==> src/verilog/gist_defines.vh <==
// register map, field positions, reset values and timing counts
`ifndef GIST_DEFINES_VH
`define GIST_DEFINES_VH

`define GIST_ADDR_HOFS_LO      8'h90
`define GIST_ADDR_HALFPIX_LO   8'h91
`define GIST_ADDR_VOFS_ODD_LO  8'h92
`define GIST_ADDR_VOFS_EVEN_LO 8'h93
`define GIST_ADDR_UPPER_BITS   8'h94
`define GIST_ADDR_REQ_LINE_LO  8'h95
`define GIST_ADDR_MODE_CTRL    8'h96
`define GIST_ADDR_SYNC_CTRL    8'h97
`define GIST_ADDR_LINE_LEN_LO  8'h98
`define GIST_ADDR_LINE_LEN_HI  8'h99
`define GIST_ADDR_STATUS       8'hA8
`define GIST_ADDR_LINE_CNT_LO  8'hA9
`define GIST_ADDR_LINE_CNT_HI  8'hAA

// upper bits register fields
`define GIST_UB_VOFS_EVEN      7:6
`define GIST_UB_VOFS_ODD       5:4
`define GIST_UB_HALFPIX        3:2
`define GIST_UB_HOFS           1:0

// mode control fields
`define GIST_MC_FS_ACCEPT      7
`define GIST_MC_BLANK_POL      6
`define GIST_MC_SLAVE          5
`define GIST_MC_CURSOR_ILC     4
`define GIST_MC_LUMA_SHARP     3
`define GIST_MC_REQ_LINE_HI    1:0

// sync control fields
`define GIST_SC_H_SRC          7
`define GIST_SC_V_SRC          6
`define GIST_SC_F_DIR          5
`define GIST_SC_F_POL          4
`define GIST_SC_V_DIR          3
`define GIST_SC_V_POL          2
`define GIST_SC_H_DIR          1
`define GIST_SC_H_POL          0

// reset values
`define GIST_RST_HOFS          8'h00
`define GIST_RST_HALFPIX       8'h40
`define GIST_RST_VOFS          8'h00
`define GIST_RST_UPPER_BITS    8'h00
`define GIST_RST_REQ_LINE      8'h10
`define GIST_RST_MODE_CTRL     8'h00
`define GIST_RST_SYNC_CTRL     8'h00
`define GIST_RST_LINE_LEN_LO   8'hC7
`define GIST_RST_LINE_LEN_HI   8'h00

// timing counts, in pixel clocks or lines
`define GIST_FIRST_ACTIVE_LINE 12'h002
`define GIST_HSYNC_WIDTH       12'h008
`define GIST_V_TAIL_LINES      12'h004
`define GIST_CNT_MAX           12'hFFF

`endif

==> src/verilog/gist_sync_in.v <==
// three-stage input synchroniser with agree filter and edge pulses
`timescale 1ns/1ps
module gist_sync_in (
  input  wire i_clk,
  input  wire i_reset_n,
  input  wire i_async,
  output reg  o_level,
  output wire o_rise,
  output wire o_fall
);
  reg s1_reg;
  reg s2_reg;
  reg s3_reg;
  wire agree;

  // s1 is read only by s2; the filter looks at s2 and s3
  assign agree  = (s2_reg == s3_reg);
  assign o_rise = agree & s3_reg & ~o_level;
  assign o_fall = agree & ~s3_reg & o_level;

  always @(posedge i_clk) begin
    if (!i_reset_n) begin
      s1_reg  <= 1'b0;
      s2_reg  <= 1'b0;
      s3_reg  <= 1'b0;
      o_level <= 1'b0;
    end else begin
      s1_reg <= i_async;
      s2_reg <= s1_reg;
      s3_reg <= s2_reg;
      if (agree) begin
        o_level <= s3_reg;
      end
    end
  end
endmodule // gist_sync_in

==> src/verilog/gist_top.v <==
// graphics input sync timing: registers, sync pins and blanking request
//
// Functional notes
// - upper bits join four low bytes, 10 bits
// - requested lines = value + even off - odd off
// - slave ignores frame sync unless accept set
// - blanking request polarity: 0 high, 1 low active
// - role bit 0 master, 1 slave
// - horizontal sync from pin or frame sync
// - vertical sync from pin or frame sync
// - frame pin direction and polarity bits
// - vertical pin direction and polarity bits
// - horizontal pin direction and polarity bits
// - line length is pixel clocks minus one
// - horizontal offset: hsync to blanking request
// - half pixel count sets request pulse length
// - first active line at field offset plus two
//
// Strobed register access was decided locally.
`timescale 1ns/1ps
`include "gist_defines.vh"
module gist_top (
  input  wire       I_CLK,
  input  wire       I_RESET_N,
  input  wire [7:0] I_ADDR,
  input  wire [7:0] I_WDATA,
  input  wire       I_WR,
  input  wire       I_RD,
  output reg  [7:0] O_RDATA,
  input  wire       I_PIXEL_CLOCK,
  input  wire       I_HSYNC_PIN,
  output reg        O_HSYNC_PIN,
  output wire       O_HSYNC_PIN_OE,
  input  wire       I_VSYNC_PIN,
  output reg        O_VSYNC_PIN,
  output wire       O_VSYNC_PIN_OE,
  input  wire       I_FRAME_SYNC_PIN,
  output reg        O_FRAME_SYNC_PIN,
  output wire       O_FRAME_SYNC_PIN_OE,
  output reg        O_COMPOSITE_BLANKING_REQUEST,
  output reg        O_FIELD,
  output wire       O_LUMA_SHARPNESS_ENABLE,
  output wire       O_CURSOR_INTERLACE_INDICATION
);
  // software registers
  reg [7:0] hofs_lo_reg;
  reg [7:0] halfpix_lo_reg;
  reg [7:0] vofs_odd_lo_reg;
  reg [7:0] vofs_even_lo_reg;
  reg [7:0] upper_bits_reg;
  reg [7:0] req_line_lo_reg;
  reg [7:0] mode_ctrl_reg;
  reg [7:0] sync_ctrl_reg;
  reg [7:0] line_len_lo_reg;
  reg [7:0] line_len_hi_reg;

  // timing state
  reg [11:0] h_cnt_reg;
  reg [11:0] h_cnt_next;
  reg [11:0] v_cnt_reg;
  reg [11:0] v_cnt_next;
  reg        field_reg;
  reg        field_next;
  reg [7:0]  rdata_next;

  // joined 10-bit values, the 12-bit line length and derived line counts
  wire [9:0]  horizontal_offset;
  wire [9:0]  half_active_pixel_count;
  wire [9:0]  odd_field_vertical_offset;
  wire [9:0]  even_field_vertical_offset;
  wire [9:0]  requested_line_value;
  wire [11:0] line_length_value;
  wire [12:0] req_sum;
  wire [11:0] requested_lines;
  wire [11:0] field_vofs;
  wire [11:0] first_active;
  wire [11:0] lines_per_field;

  // control bits
  wire frame_sync_accept;
  wire blanking_request_polarity;
  wire slave_mode;
  wire horizontal_source_select;
  wire vertical_source_select;
  wire frame_pin_polarity;
  wire vertical_pin_polarity;
  wire horizontal_pin_polarity;

  // synchronised pins
  wire pix_rise;
  wire hs_rise;
  wire hs_fall;
  wire vs_rise;
  wire vs_fall;
  wire fs_rise;
  wire fs_fall;
  wire hs_pin_edge;
  wire vs_pin_edge;
  wire fs_pin_edge;
  wire fs_used;
  wire h_edge;
  wire v_edge;
  wire line_end;
  wire field_end;
  wire h_inside;
  wire v_inside;

  assign horizontal_offset          = {upper_bits_reg[`GIST_UB_HOFS],
                                       hofs_lo_reg};
  assign half_active_pixel_count    = {upper_bits_reg[`GIST_UB_HALFPIX],
                                       halfpix_lo_reg};
  assign odd_field_vertical_offset  = {upper_bits_reg[`GIST_UB_VOFS_ODD],
                                       vofs_odd_lo_reg};
  assign even_field_vertical_offset = {upper_bits_reg[`GIST_UB_VOFS_EVEN],
                                       vofs_even_lo_reg};
  assign requested_line_value       = {mode_ctrl_reg[`GIST_MC_REQ_LINE_HI],
                                       req_line_lo_reg};
  assign line_length_value = {line_len_hi_reg[3:0],
                              line_len_lo_reg};

  // a negative difference is a programming error; request no lines then
  assign req_sum = {3'h0, requested_line_value} +
                   {3'h0, even_field_vertical_offset} -
                   {3'h0, odd_field_vertical_offset};
  assign requested_lines = req_sum[12] ? 12'h000 : req_sum[11:0];

  assign field_vofs   = field_reg ? {2'h0, even_field_vertical_offset}
                                  : {2'h0, odd_field_vertical_offset};
  assign first_active = field_vofs + `GIST_FIRST_ACTIVE_LINE;
  assign lines_per_field = first_active + requested_lines +
                           `GIST_V_TAIL_LINES;

  assign frame_sync_accept         = mode_ctrl_reg[`GIST_MC_FS_ACCEPT];
  assign blanking_request_polarity = mode_ctrl_reg[`GIST_MC_BLANK_POL];
  assign slave_mode                = mode_ctrl_reg[`GIST_MC_SLAVE];
  assign horizontal_source_select  = sync_ctrl_reg[`GIST_SC_H_SRC];
  assign vertical_source_select    = sync_ctrl_reg[`GIST_SC_V_SRC];
  assign frame_pin_polarity        = sync_ctrl_reg[`GIST_SC_F_POL];
  assign vertical_pin_polarity     = sync_ctrl_reg[`GIST_SC_V_POL];
  assign horizontal_pin_polarity   = sync_ctrl_reg[`GIST_SC_H_POL];

  assign O_HSYNC_PIN_OE      = sync_ctrl_reg[`GIST_SC_H_DIR];
  assign O_VSYNC_PIN_OE      = sync_ctrl_reg[`GIST_SC_V_DIR];
  assign O_FRAME_SYNC_PIN_OE = sync_ctrl_reg[`GIST_SC_F_DIR];
  assign O_LUMA_SHARPNESS_ENABLE       = mode_ctrl_reg[`GIST_MC_LUMA_SHARP];
  assign O_CURSOR_INTERLACE_INDICATION = mode_ctrl_reg[`GIST_MC_CURSOR_ILC];

  // the pixel clock is sampled, so it must stay well below half I_CLK
  gist_sync_in u_pix (
    .i_clk     (I_CLK),
    .i_reset_n (I_RESET_N),
    .i_async   (I_PIXEL_CLOCK),
    .o_level   (),
    .o_rise    (pix_rise),
    .o_fall    ()
  );

  gist_sync_in u_hs (
    .i_clk     (I_CLK),
    .i_reset_n (I_RESET_N),
    .i_async   (I_HSYNC_PIN),
    .o_level   (),
    .o_rise    (hs_rise),
    .o_fall    (hs_fall)
  );

  gist_sync_in u_vs (
    .i_clk     (I_CLK),
    .i_reset_n (I_RESET_N),
    .i_async   (I_VSYNC_PIN),
    .o_level   (),
    .o_rise    (vs_rise),
    .o_fall    (vs_fall)
  );

  gist_sync_in u_fs (
    .i_clk     (I_CLK),
    .i_reset_n (I_RESET_N),
    .i_async   (I_FRAME_SYNC_PIN),
    .o_level   (),
    .o_rise    (fs_rise),
    .o_fall    (fs_fall)
  );

  // a pin driven as output is never taken as a sync source
  assign hs_pin_edge = ~O_HSYNC_PIN_OE &
    (horizontal_pin_polarity ? hs_fall : hs_rise);
  assign vs_pin_edge = ~O_VSYNC_PIN_OE &
    (vertical_pin_polarity ? vs_fall : vs_rise);
  assign fs_pin_edge = ~O_FRAME_SYNC_PIN_OE &
    (frame_pin_polarity ? fs_fall : fs_rise);
  assign fs_used = slave_mode & frame_sync_accept & fs_pin_edge;

  // without accept the select bit falls back to the sync pin itself
  assign h_edge = slave_mode &
    ((horizontal_source_select & frame_sync_accept) ? fs_pin_edge
                                                   : hs_pin_edge);
  assign v_edge = slave_mode &
    ((vertical_source_select & frame_sync_accept) ? fs_pin_edge
                                                 : vs_pin_edge);

  assign line_end  = ~slave_mode & pix_rise &
                     (h_cnt_reg >= line_length_value);
  assign field_end = line_end & (v_cnt_reg + 12'h001 >= lines_per_field);

  gist_window u_hwin (
    .i_count  (h_cnt_reg),
    .i_start  ({2'h0, horizontal_offset}),
    .i_length ({2'h0, half_active_pixel_count}),
    .o_inside (h_inside)
  );

  gist_window u_vwin (
    .i_count  (v_cnt_reg),
    .i_start  (first_active),
    .i_length (requested_lines),
    .o_inside (v_inside)
  );

  // counters: free running in master, edge restarted in slave
  always @* begin
    h_cnt_next = h_cnt_reg;
    v_cnt_next = v_cnt_reg;
    field_next = field_reg;
    if (h_edge) begin
      h_cnt_next = 12'h000;
      if (v_cnt_reg != `GIST_CNT_MAX) begin
        v_cnt_next = v_cnt_reg + 12'h001;
      end
    end else if (line_end) begin
      h_cnt_next = 12'h000;
      v_cnt_next = field_end ? 12'h000 : v_cnt_reg + 12'h001;
      field_next = field_end ? ~field_reg : field_reg;
    end else if (pix_rise && h_cnt_reg != `GIST_CNT_MAX) begin
      h_cnt_next = h_cnt_reg + 12'h001;
    end
    if (v_edge) begin
      v_cnt_next = 12'h000;
      // a frame sync marks the odd field; otherwise fields alternate
      field_next = fs_used ? 1'b0 : ~field_reg;
    end else if (fs_used) begin
      field_next = 1'b0;
    end
  end

  always @(posedge I_CLK) begin
    if (!I_RESET_N) begin
      h_cnt_reg <= 12'h000;
      v_cnt_reg <= 12'h000;
      field_reg <= 1'b0;
      O_HSYNC_PIN <= 1'b0;
      O_VSYNC_PIN <= 1'b0;
      O_FRAME_SYNC_PIN <= 1'b0;
      O_COMPOSITE_BLANKING_REQUEST <= 1'b0;
      O_FIELD <= 1'b0;
    end else begin
      h_cnt_reg <= h_cnt_next;
      v_cnt_reg <= v_cnt_next;
      field_reg <= field_next;
      O_FIELD   <= field_reg;
      O_HSYNC_PIN <= horizontal_pin_polarity ^
        (h_cnt_reg < `GIST_HSYNC_WIDTH);
      O_VSYNC_PIN <= vertical_pin_polarity ^
        (v_cnt_reg == 12'h000);
      O_FRAME_SYNC_PIN <= frame_pin_polarity ^
        ((v_cnt_reg == 12'h000) & ~field_reg);
      O_COMPOSITE_BLANKING_REQUEST <= blanking_request_polarity ^
        (h_inside & v_inside);
    end
  end

  // register writes; bit 2 of mode control is stored as written
  always @(posedge I_CLK) begin
    if (!I_RESET_N) begin
      hofs_lo_reg      <= `GIST_RST_HOFS;
      halfpix_lo_reg   <= `GIST_RST_HALFPIX;
      vofs_odd_lo_reg  <= `GIST_RST_VOFS;
      vofs_even_lo_reg <= `GIST_RST_VOFS;
      upper_bits_reg   <= `GIST_RST_UPPER_BITS;
      req_line_lo_reg  <= `GIST_RST_REQ_LINE;
      mode_ctrl_reg    <= `GIST_RST_MODE_CTRL;
      sync_ctrl_reg    <= `GIST_RST_SYNC_CTRL;
      line_len_lo_reg  <= `GIST_RST_LINE_LEN_LO;
      line_len_hi_reg  <= `GIST_RST_LINE_LEN_HI;
    end else if (I_WR) begin
      case (I_ADDR)
        `GIST_ADDR_HOFS_LO:      hofs_lo_reg      <= I_WDATA;
        `GIST_ADDR_HALFPIX_LO:   halfpix_lo_reg   <= I_WDATA;
        `GIST_ADDR_VOFS_ODD_LO:  vofs_odd_lo_reg  <= I_WDATA;
        `GIST_ADDR_VOFS_EVEN_LO: vofs_even_lo_reg <= I_WDATA;
        `GIST_ADDR_UPPER_BITS:   upper_bits_reg   <= I_WDATA;
        `GIST_ADDR_REQ_LINE_LO:  req_line_lo_reg  <= I_WDATA;
        `GIST_ADDR_MODE_CTRL:    mode_ctrl_reg    <= I_WDATA;
        `GIST_ADDR_SYNC_CTRL:    sync_ctrl_reg    <= I_WDATA;
        `GIST_ADDR_LINE_LEN_LO:  line_len_lo_reg  <= I_WDATA;
        `GIST_ADDR_LINE_LEN_HI:  line_len_hi_reg  <= I_WDATA;
        default: ;
      endcase
    end
  end

  always @* begin
    case (I_ADDR)
      `GIST_ADDR_HOFS_LO:      rdata_next = hofs_lo_reg;
      `GIST_ADDR_HALFPIX_LO:   rdata_next = halfpix_lo_reg;
      `GIST_ADDR_VOFS_ODD_LO:  rdata_next = vofs_odd_lo_reg;
      `GIST_ADDR_VOFS_EVEN_LO: rdata_next = vofs_even_lo_reg;
      `GIST_ADDR_UPPER_BITS:   rdata_next = upper_bits_reg;
      `GIST_ADDR_REQ_LINE_LO:  rdata_next = req_line_lo_reg;
      `GIST_ADDR_MODE_CTRL:    rdata_next = mode_ctrl_reg;
      `GIST_ADDR_SYNC_CTRL:    rdata_next = sync_ctrl_reg;
      `GIST_ADDR_LINE_LEN_LO:  rdata_next = line_len_lo_reg;
      `GIST_ADDR_LINE_LEN_HI:  rdata_next = line_len_hi_reg;
      `GIST_ADDR_STATUS:
        rdata_next = {field_reg, h_inside & v_inside, slave_mode, 5'h00};
      `GIST_ADDR_LINE_CNT_LO:  rdata_next = v_cnt_reg[7:0];
      `GIST_ADDR_LINE_CNT_HI:  rdata_next = {4'h0, v_cnt_reg[11:8]};
      default:                 rdata_next = 8'h00;
    endcase
  end

  // read data stands only in the cycle after the strobe
  always @(posedge I_CLK) begin
    if (!I_RESET_N) begin
      O_RDATA <= 8'h00;
    end else begin
      O_RDATA <= I_RD ? rdata_next : 8'h00;
    end
  end
endmodule // gist_top

==> src/verilog/gist_window.v <==
// window compare: count lies in [start, start + length)
`timescale 1ns/1ps
module gist_window (
  input  wire [11:0] i_count,
  input  wire [11:0] i_start,
  input  wire [11:0] i_length,
  output wire        o_inside
);
  wire [12:0] stop;

  // one extra bit keeps a window near the top from wrapping to empty
  assign stop     = {1'b0, i_start} + {1'b0, i_length};
  assign o_inside = (i_count >= i_start) &&
                    ({1'b0, i_count} < stop);
endmodule // gist_window
==> config.mk <==
export PLATFORM = sky130hd
export DESIGN_NAME = gist_top
export DESIGN_NICKNAME = d
export VERILOG_FILES = /design/src/verilog/gist_sync_in.v /design/src/verilog/gist_top.v /design/src/verilog/gist_window.v
export VERILOG_INCLUDE_DIRS = /design/src /design/src/verilog
export SDC_FILE = /design/constraint.sdc
export NUM_CORES = 1
export LEC_CHECK = 0
export ABC_AREA = 1
export BUFFER_PORTS_ARGS = -buffer_cell sky130_fd_sc_hd__buf_4
export CORE_UTILIZATION = 40
export CTS_CLUSTER_DIAMETER = 60
export DETAILED_ROUTE_END_ITERATION = 12
export MAX_ROUTING_LAYER = met4
export PLACE_DENSITY = 0.66
export SETUP_SLACK_MARGIN = 0.05
export SYNTH_ARGS = -nofsm -noshare
export SYNTH_HDL_FRONTEND = slang
export SYNTH_SLANG_ARGS = --single-unit
==> constraint.sdc <==
create_clock -name I_CLK -period 7.12 [get_ports I_CLK]
set_input_delay 0.712 -clock I_CLK [delete_from_list [all_inputs] [get_ports I_CLK]]
set_output_delay 0.712 -clock I_CLK [all_outputs]
set_load 0.1 [all_outputs]
==> metrics.txt <==
# TYPE chip_impl_metric gauge
chip_impl_info{name="post-synth-top-area-cell",value="sky130_fd_sc_hd__dfxtp_1"} 1
chip_impl_metric{name="syn_nets",unit=""} 1683
chip_impl_metric{name="antenna_found_initial",unit=""} 2
chip_impl_info{name="worst_setup_path_end_kind",value="flip-flop"} 1
chip_impl_metric{name="final_layout_size_suffix_gt1_share",unit="%"} 5.93
chip_impl_metric{name="worstPathMaxFanout",unit=""} 14
chip_impl_metric{name="post_synth_num_cell_types",unit=""} 42
chip_impl_metric{name="buffer_ports.inserted",unit=""} 41
chip_impl_info{name="clock-root-buffer",value="sky130_fd_sc_hd__clkbuf_16"} 1
chip_impl_metric{name="pin_count_of_the_biggest_net_entering_global_routing",unit=""} 95
chip_impl_metric{name="required",unit="ns"} 7.44
chip_impl_metric{name="area_added_between_synthesis_and_finish",unit="%"} 10.9
chip_impl_metric{name="post_synth.cell_area_avg",unit="um2"} 6.81
chip_impl_info{name="grt_setup_unrepaired",value="false"} 1
chip_impl_metric{name="starting_density_of_the_core",unit="%"} 40.9
chip_impl_metric{name="post-route-period-util",unit="%"} 83.1
chip_impl_metric{name="clk_path_buf_depth",unit=""} 2
chip_impl_metric{name="finish.cell_count_without_fillers",unit=""} 1883
chip_impl_metric{name="postCtsHoldBufs",unit=""} 0
chip_impl_metric{name="placed_cells",unit=""} 1849
chip_impl_metric{name="pwr-share-clk",unit="%"} 50.6
chip_impl_metric{name="pwr_density_cell",unit="nW/um2"} 154
chip_impl_info{name="hold_class",value="flip-flop to flip-flop"} 1
chip_impl_metric{name="postCtsSetupBuffers",unit=""} 0
chip_impl_metric{name="syn_area",unit="um2"} 10300
chip_impl_metric{name="cts-buffers-inserted",unit=""} 17
chip_impl_info{name="critPathSlowestCell",value="sky130_fd_sc_hd__fa_1"} 1
chip_impl_metric{name="p_seq_share",unit="%"} 43.0
chip_impl_metric{name="cp_data_arrival_time",unit="ns"} 6.23
chip_impl_metric{name="firstDrtPassIters",unit=""} 5
chip_impl_metric{name="cellInternalPower",unit="mW"} 1.29
chip_impl_metric{name="synth_top_area_share",unit="%"} 26.0
chip_impl_info{name="worst-setup-path-type",value="flip-flop to flip-flop"} 1
chip_impl_metric{name="hold_viol",unit=""} 0
chip_impl_metric{name="grt_pass1_vias",unit=""} 9055
chip_impl_metric{name="hpwl",unit="mm"} 23.5
chip_impl_metric{name="cts_sinks",unit=""} 134
chip_impl_metric{name="ioPinCount",unit=""} 42
chip_impl_metric{name="routed_wl",unit="mm"} 30.1
chip_impl_metric{name="net_switching_component_of_the_power",unit="mW"} 0.477
chip_impl_info{name="outcome",value="finished, final reports clean"} 1
chip_impl_metric{name="static-leakage-power",unit="nW"} 5.41
chip_impl_metric{name="wl_per_cell",unit="um"} 16.0
chip_impl_metric{name="rows",unit=""} 58
chip_impl_metric{name="global_route.usage.total",unit="%"} 24.1
chip_impl_metric{name="die-width",unit="um"} 163
chip_impl_metric{name="switching_share",unit="%"} 27.0
chip_impl_metric{name="drt_drc_violations_left",unit=""} 0
chip_impl_metric{name="timing.final.max_slew_violations",unit=""} 0
chip_impl_metric{name="count_of_routing_violations_after_the_opening_detailed_route_iteration",unit=""} 706
chip_impl_metric{name="global_route_wire_length_before_repair",unit="mm"} 47.7
chip_impl_info{name="cp_common_cell",value="sky130_fd_sc_hd__inv_1"} 1
chip_impl_metric{name="full_die_area",unit="um2"} 26500
chip_impl_metric{name="final_period_minus_worst_setup_slack",unit="ns"} 5.92
chip_impl_metric{name="final_util",unit="%"} 45.4
chip_impl_metric{name="cap_violations",unit=""} 0
chip_impl_metric{name="final.setup_skew",unit="ns"} 0.0132
chip_impl_metric{name="globalplace.congestion",unit=""} 0.938
chip_impl_metric{name="num_vias",unit=""} 9666
chip_impl_metric{name="clk_pin_slew_worst_paths",unit="ns"} 0.07
chip_impl_metric{name="maxClockFrequency",unit="MHz"} 169
chip_impl_info{name="worst_setup_path_start_kind",value="flip-flop"} 1
chip_impl_metric{name="layout.nets",unit=""} 1704
chip_impl_metric{name="setup_viol",unit=""} 0
chip_impl_info{name="tritoncts",value="yes"} 1
chip_impl_metric{name="grt_overflow",unit=""} 0
chip_impl_metric{name="die-height",unit="um"} 163
chip_impl_metric{name="combinationalPowerShare",unit="%"} 6.5
chip_impl_metric{name="post_cts_resized",unit=""} 0
chip_impl_metric{name="yosysWarningCount",unit=""} 0
chip_impl_metric{name="ant_nets",unit=""} 0
chip_impl_info{name="netlist_top_cells_area",value="sky130_fd_sc_hd__dfxtp_1 (26%), sky130_fd_sc_hd__ha_1 (15%), sky130_fd_sc_hd__nand2_1 (11%)"} 1
chip_impl_metric{name="routed_via_density",unit=""} 5.13
chip_impl_metric{name="core_area",unit="um2"} 25300
chip_impl_metric{name="synth-seq-cells",unit=""} 134
chip_impl_metric{name="timing.slew.headroom",unit="%"} 31.1
chip_impl_metric{name="htree_num_levels",unit=""} 4
chip_impl_metric{name="critical-path-max-stage-delay",unit="ns"} 0.52
chip_impl_metric{name="worst_ir_drop_vdd",unit="mV"} 0.148
chip_impl_metric{name="worst_skew_pair_latency",unit="ns"} 0.43
chip_impl_metric{name="setup_tns_final",unit="ns"} 0
chip_impl_metric{name="synth_cells",unit=""} 1517
chip_impl_metric{name="worst_slew_pin_slew",unit="ns"} 1.03
chip_impl_metric{name="synth-seq-area-share",unit="%"} 26.0
-- power groups by stage --
stage	Sequential, mW	Clock (mW)	Combinational [mW]
3_3_place_gp	0.775	0	0.111
4_1_cts	0.758	0.899	0.113
3_5_place_dp	0.775	0	0.112
6_report	0.758	0.892	0.114
5_1_grt	0.758	0.935	0.126
2_1_floorplan	0.782	0	0.0685
-- worst paths after layout --
check                            from      endpoint  slack (ns)  depth (start not counted)
hold reg to reg          u_pix.s1_reg  u_pix.s2_reg        0.42                          2
setup reg to reg  vofs_even_lo_reg[4]     field_reg        1.20                         30
setup / recovery  vofs_even_lo_reg[4]     field_reg        1.20                         30
hold / removal           u_pix.s1_reg  u_pix.s2_reg        0.42                          2
-- final cells by class --
class	instances	area, um2
multi-input cells	1064	6410
flip-flops and latches	134	2680
repair buffers	42	315
clock buffers	18	429
fillers	2575	13800
clock inverters	14	153
well taps	330	413
diodes	2	5.00
inverters	279	1050
-- cell families after synthesis --
kind of cell | share of synthesized area (%)
adder cells (fa/ha/maj) | 18.7
flip-flops | 26.0
AO/OA/AOI/OAI | 16.0
AND/OR/NAND/NOR | 22.9
buffers and inverters | 11.9
XOR/XNOR | 4.48
-- placed cells by master, fill, tap and decap left out, types with 4 or more instances in the layout --
cell type	instances
sky130_fd_sc_hd__nand2_1	295
sky130_fd_sc_hd__inv_1	278
sky130_fd_sc_hd__a21oi_1	151
sky130_fd_sc_hd__dfxtp_1	134
sky130_fd_sc_hd__o21ai_0	124
sky130_fd_sc_hd__ha_1	121
sky130_fd_sc_hd__nor2_1	112
sky130_fd_sc_hd__nand3_1	79
sky130_fd_sc_hd__buf_4	42
sky130_fd_sc_hd__xor2_1	39
sky130_fd_sc_hd__nor3_1	25
sky130_fd_sc_hd__o22ai_1	21
sky130_fd_sc_hd__fa_1	21
sky130_fd_sc_hd__nand4_1	17
sky130_fd_sc_hd__clkbuf_16	17
sky130_fd_sc_hd__xnor2_1	12
sky130_fd_sc_hd__inv_6	6
sky130_fd_sc_hd__nand3b_1	4
sky130_fd_sc_hd__nand2_2	4
sky130_fd_sc_hd__nor2_4	4
sky130_fd_sc_hd__o21bai_1	4
sky130_fd_sc_hd__or2_2	4
sky130_fd_sc_hd__inv_8	4
-- per-layer routing --
layer	vias to the layer above	global-route usage, %	wire length [um]
li1	4936	-	-
met3	33	4.23	1680
met1	4423	30.9	13800
met4	0	5.69	485
met5	-	-	0
met2	274	39.2	14100
-- Yosys cell counts, drive strengths merged --
cell / n
buf: 16
clkbuf: 24
o221ai: 1
nor4: 4
fa: 21
o2111ai: 1
nor2: 119
nor3: 25
or2: 4
o21ai: 126
o21bai: 4
a31oi: 2
a211oi: 1
xnor2: 13
nor3b: 1
a21o: 3
ha: 121
and2: 3
o22ai: 21
inv: 279
nand4: 17
dfxtp: 134
o211ai: 1
a221oi: 1
xor2: 39
nand2: 299
nand3b: 4
a21oi: 151
nand3: 79
o31ai: 3
-- stage by stage --
stage / hold WS (ns) / instance area, um2 / worst slack (ns) / power, mW
floorplan: 0.390 / 10300 / 2.05 / 0.850
global placement: 0.397 / 10900 / 1.45 / 0.886
detailed placement: 0.401 / 10900 / 1.29 / 0.887
CTS: 0.418 / 11500 / 1.25 / 1.77
global route: 0.441 / 11500 / 0.527 / 1.82
finish: 0.417 / 11500 / 1.20 / 1.76
-- critical path, delay by kind of cell (launching register included) --
family / cells / cell delay [ns]
xor gates and xnor gates: 1 / 0.09
adders and majority gates: 5 / 1.87
DFF: 1 / 0.34
buffers and inverters: 6 / 0.48
AOI/OAI and AO/OA: 5 / 0.92
and+or+nand+nor: 13 / 2.10
(Power assumes the default switching activity.)
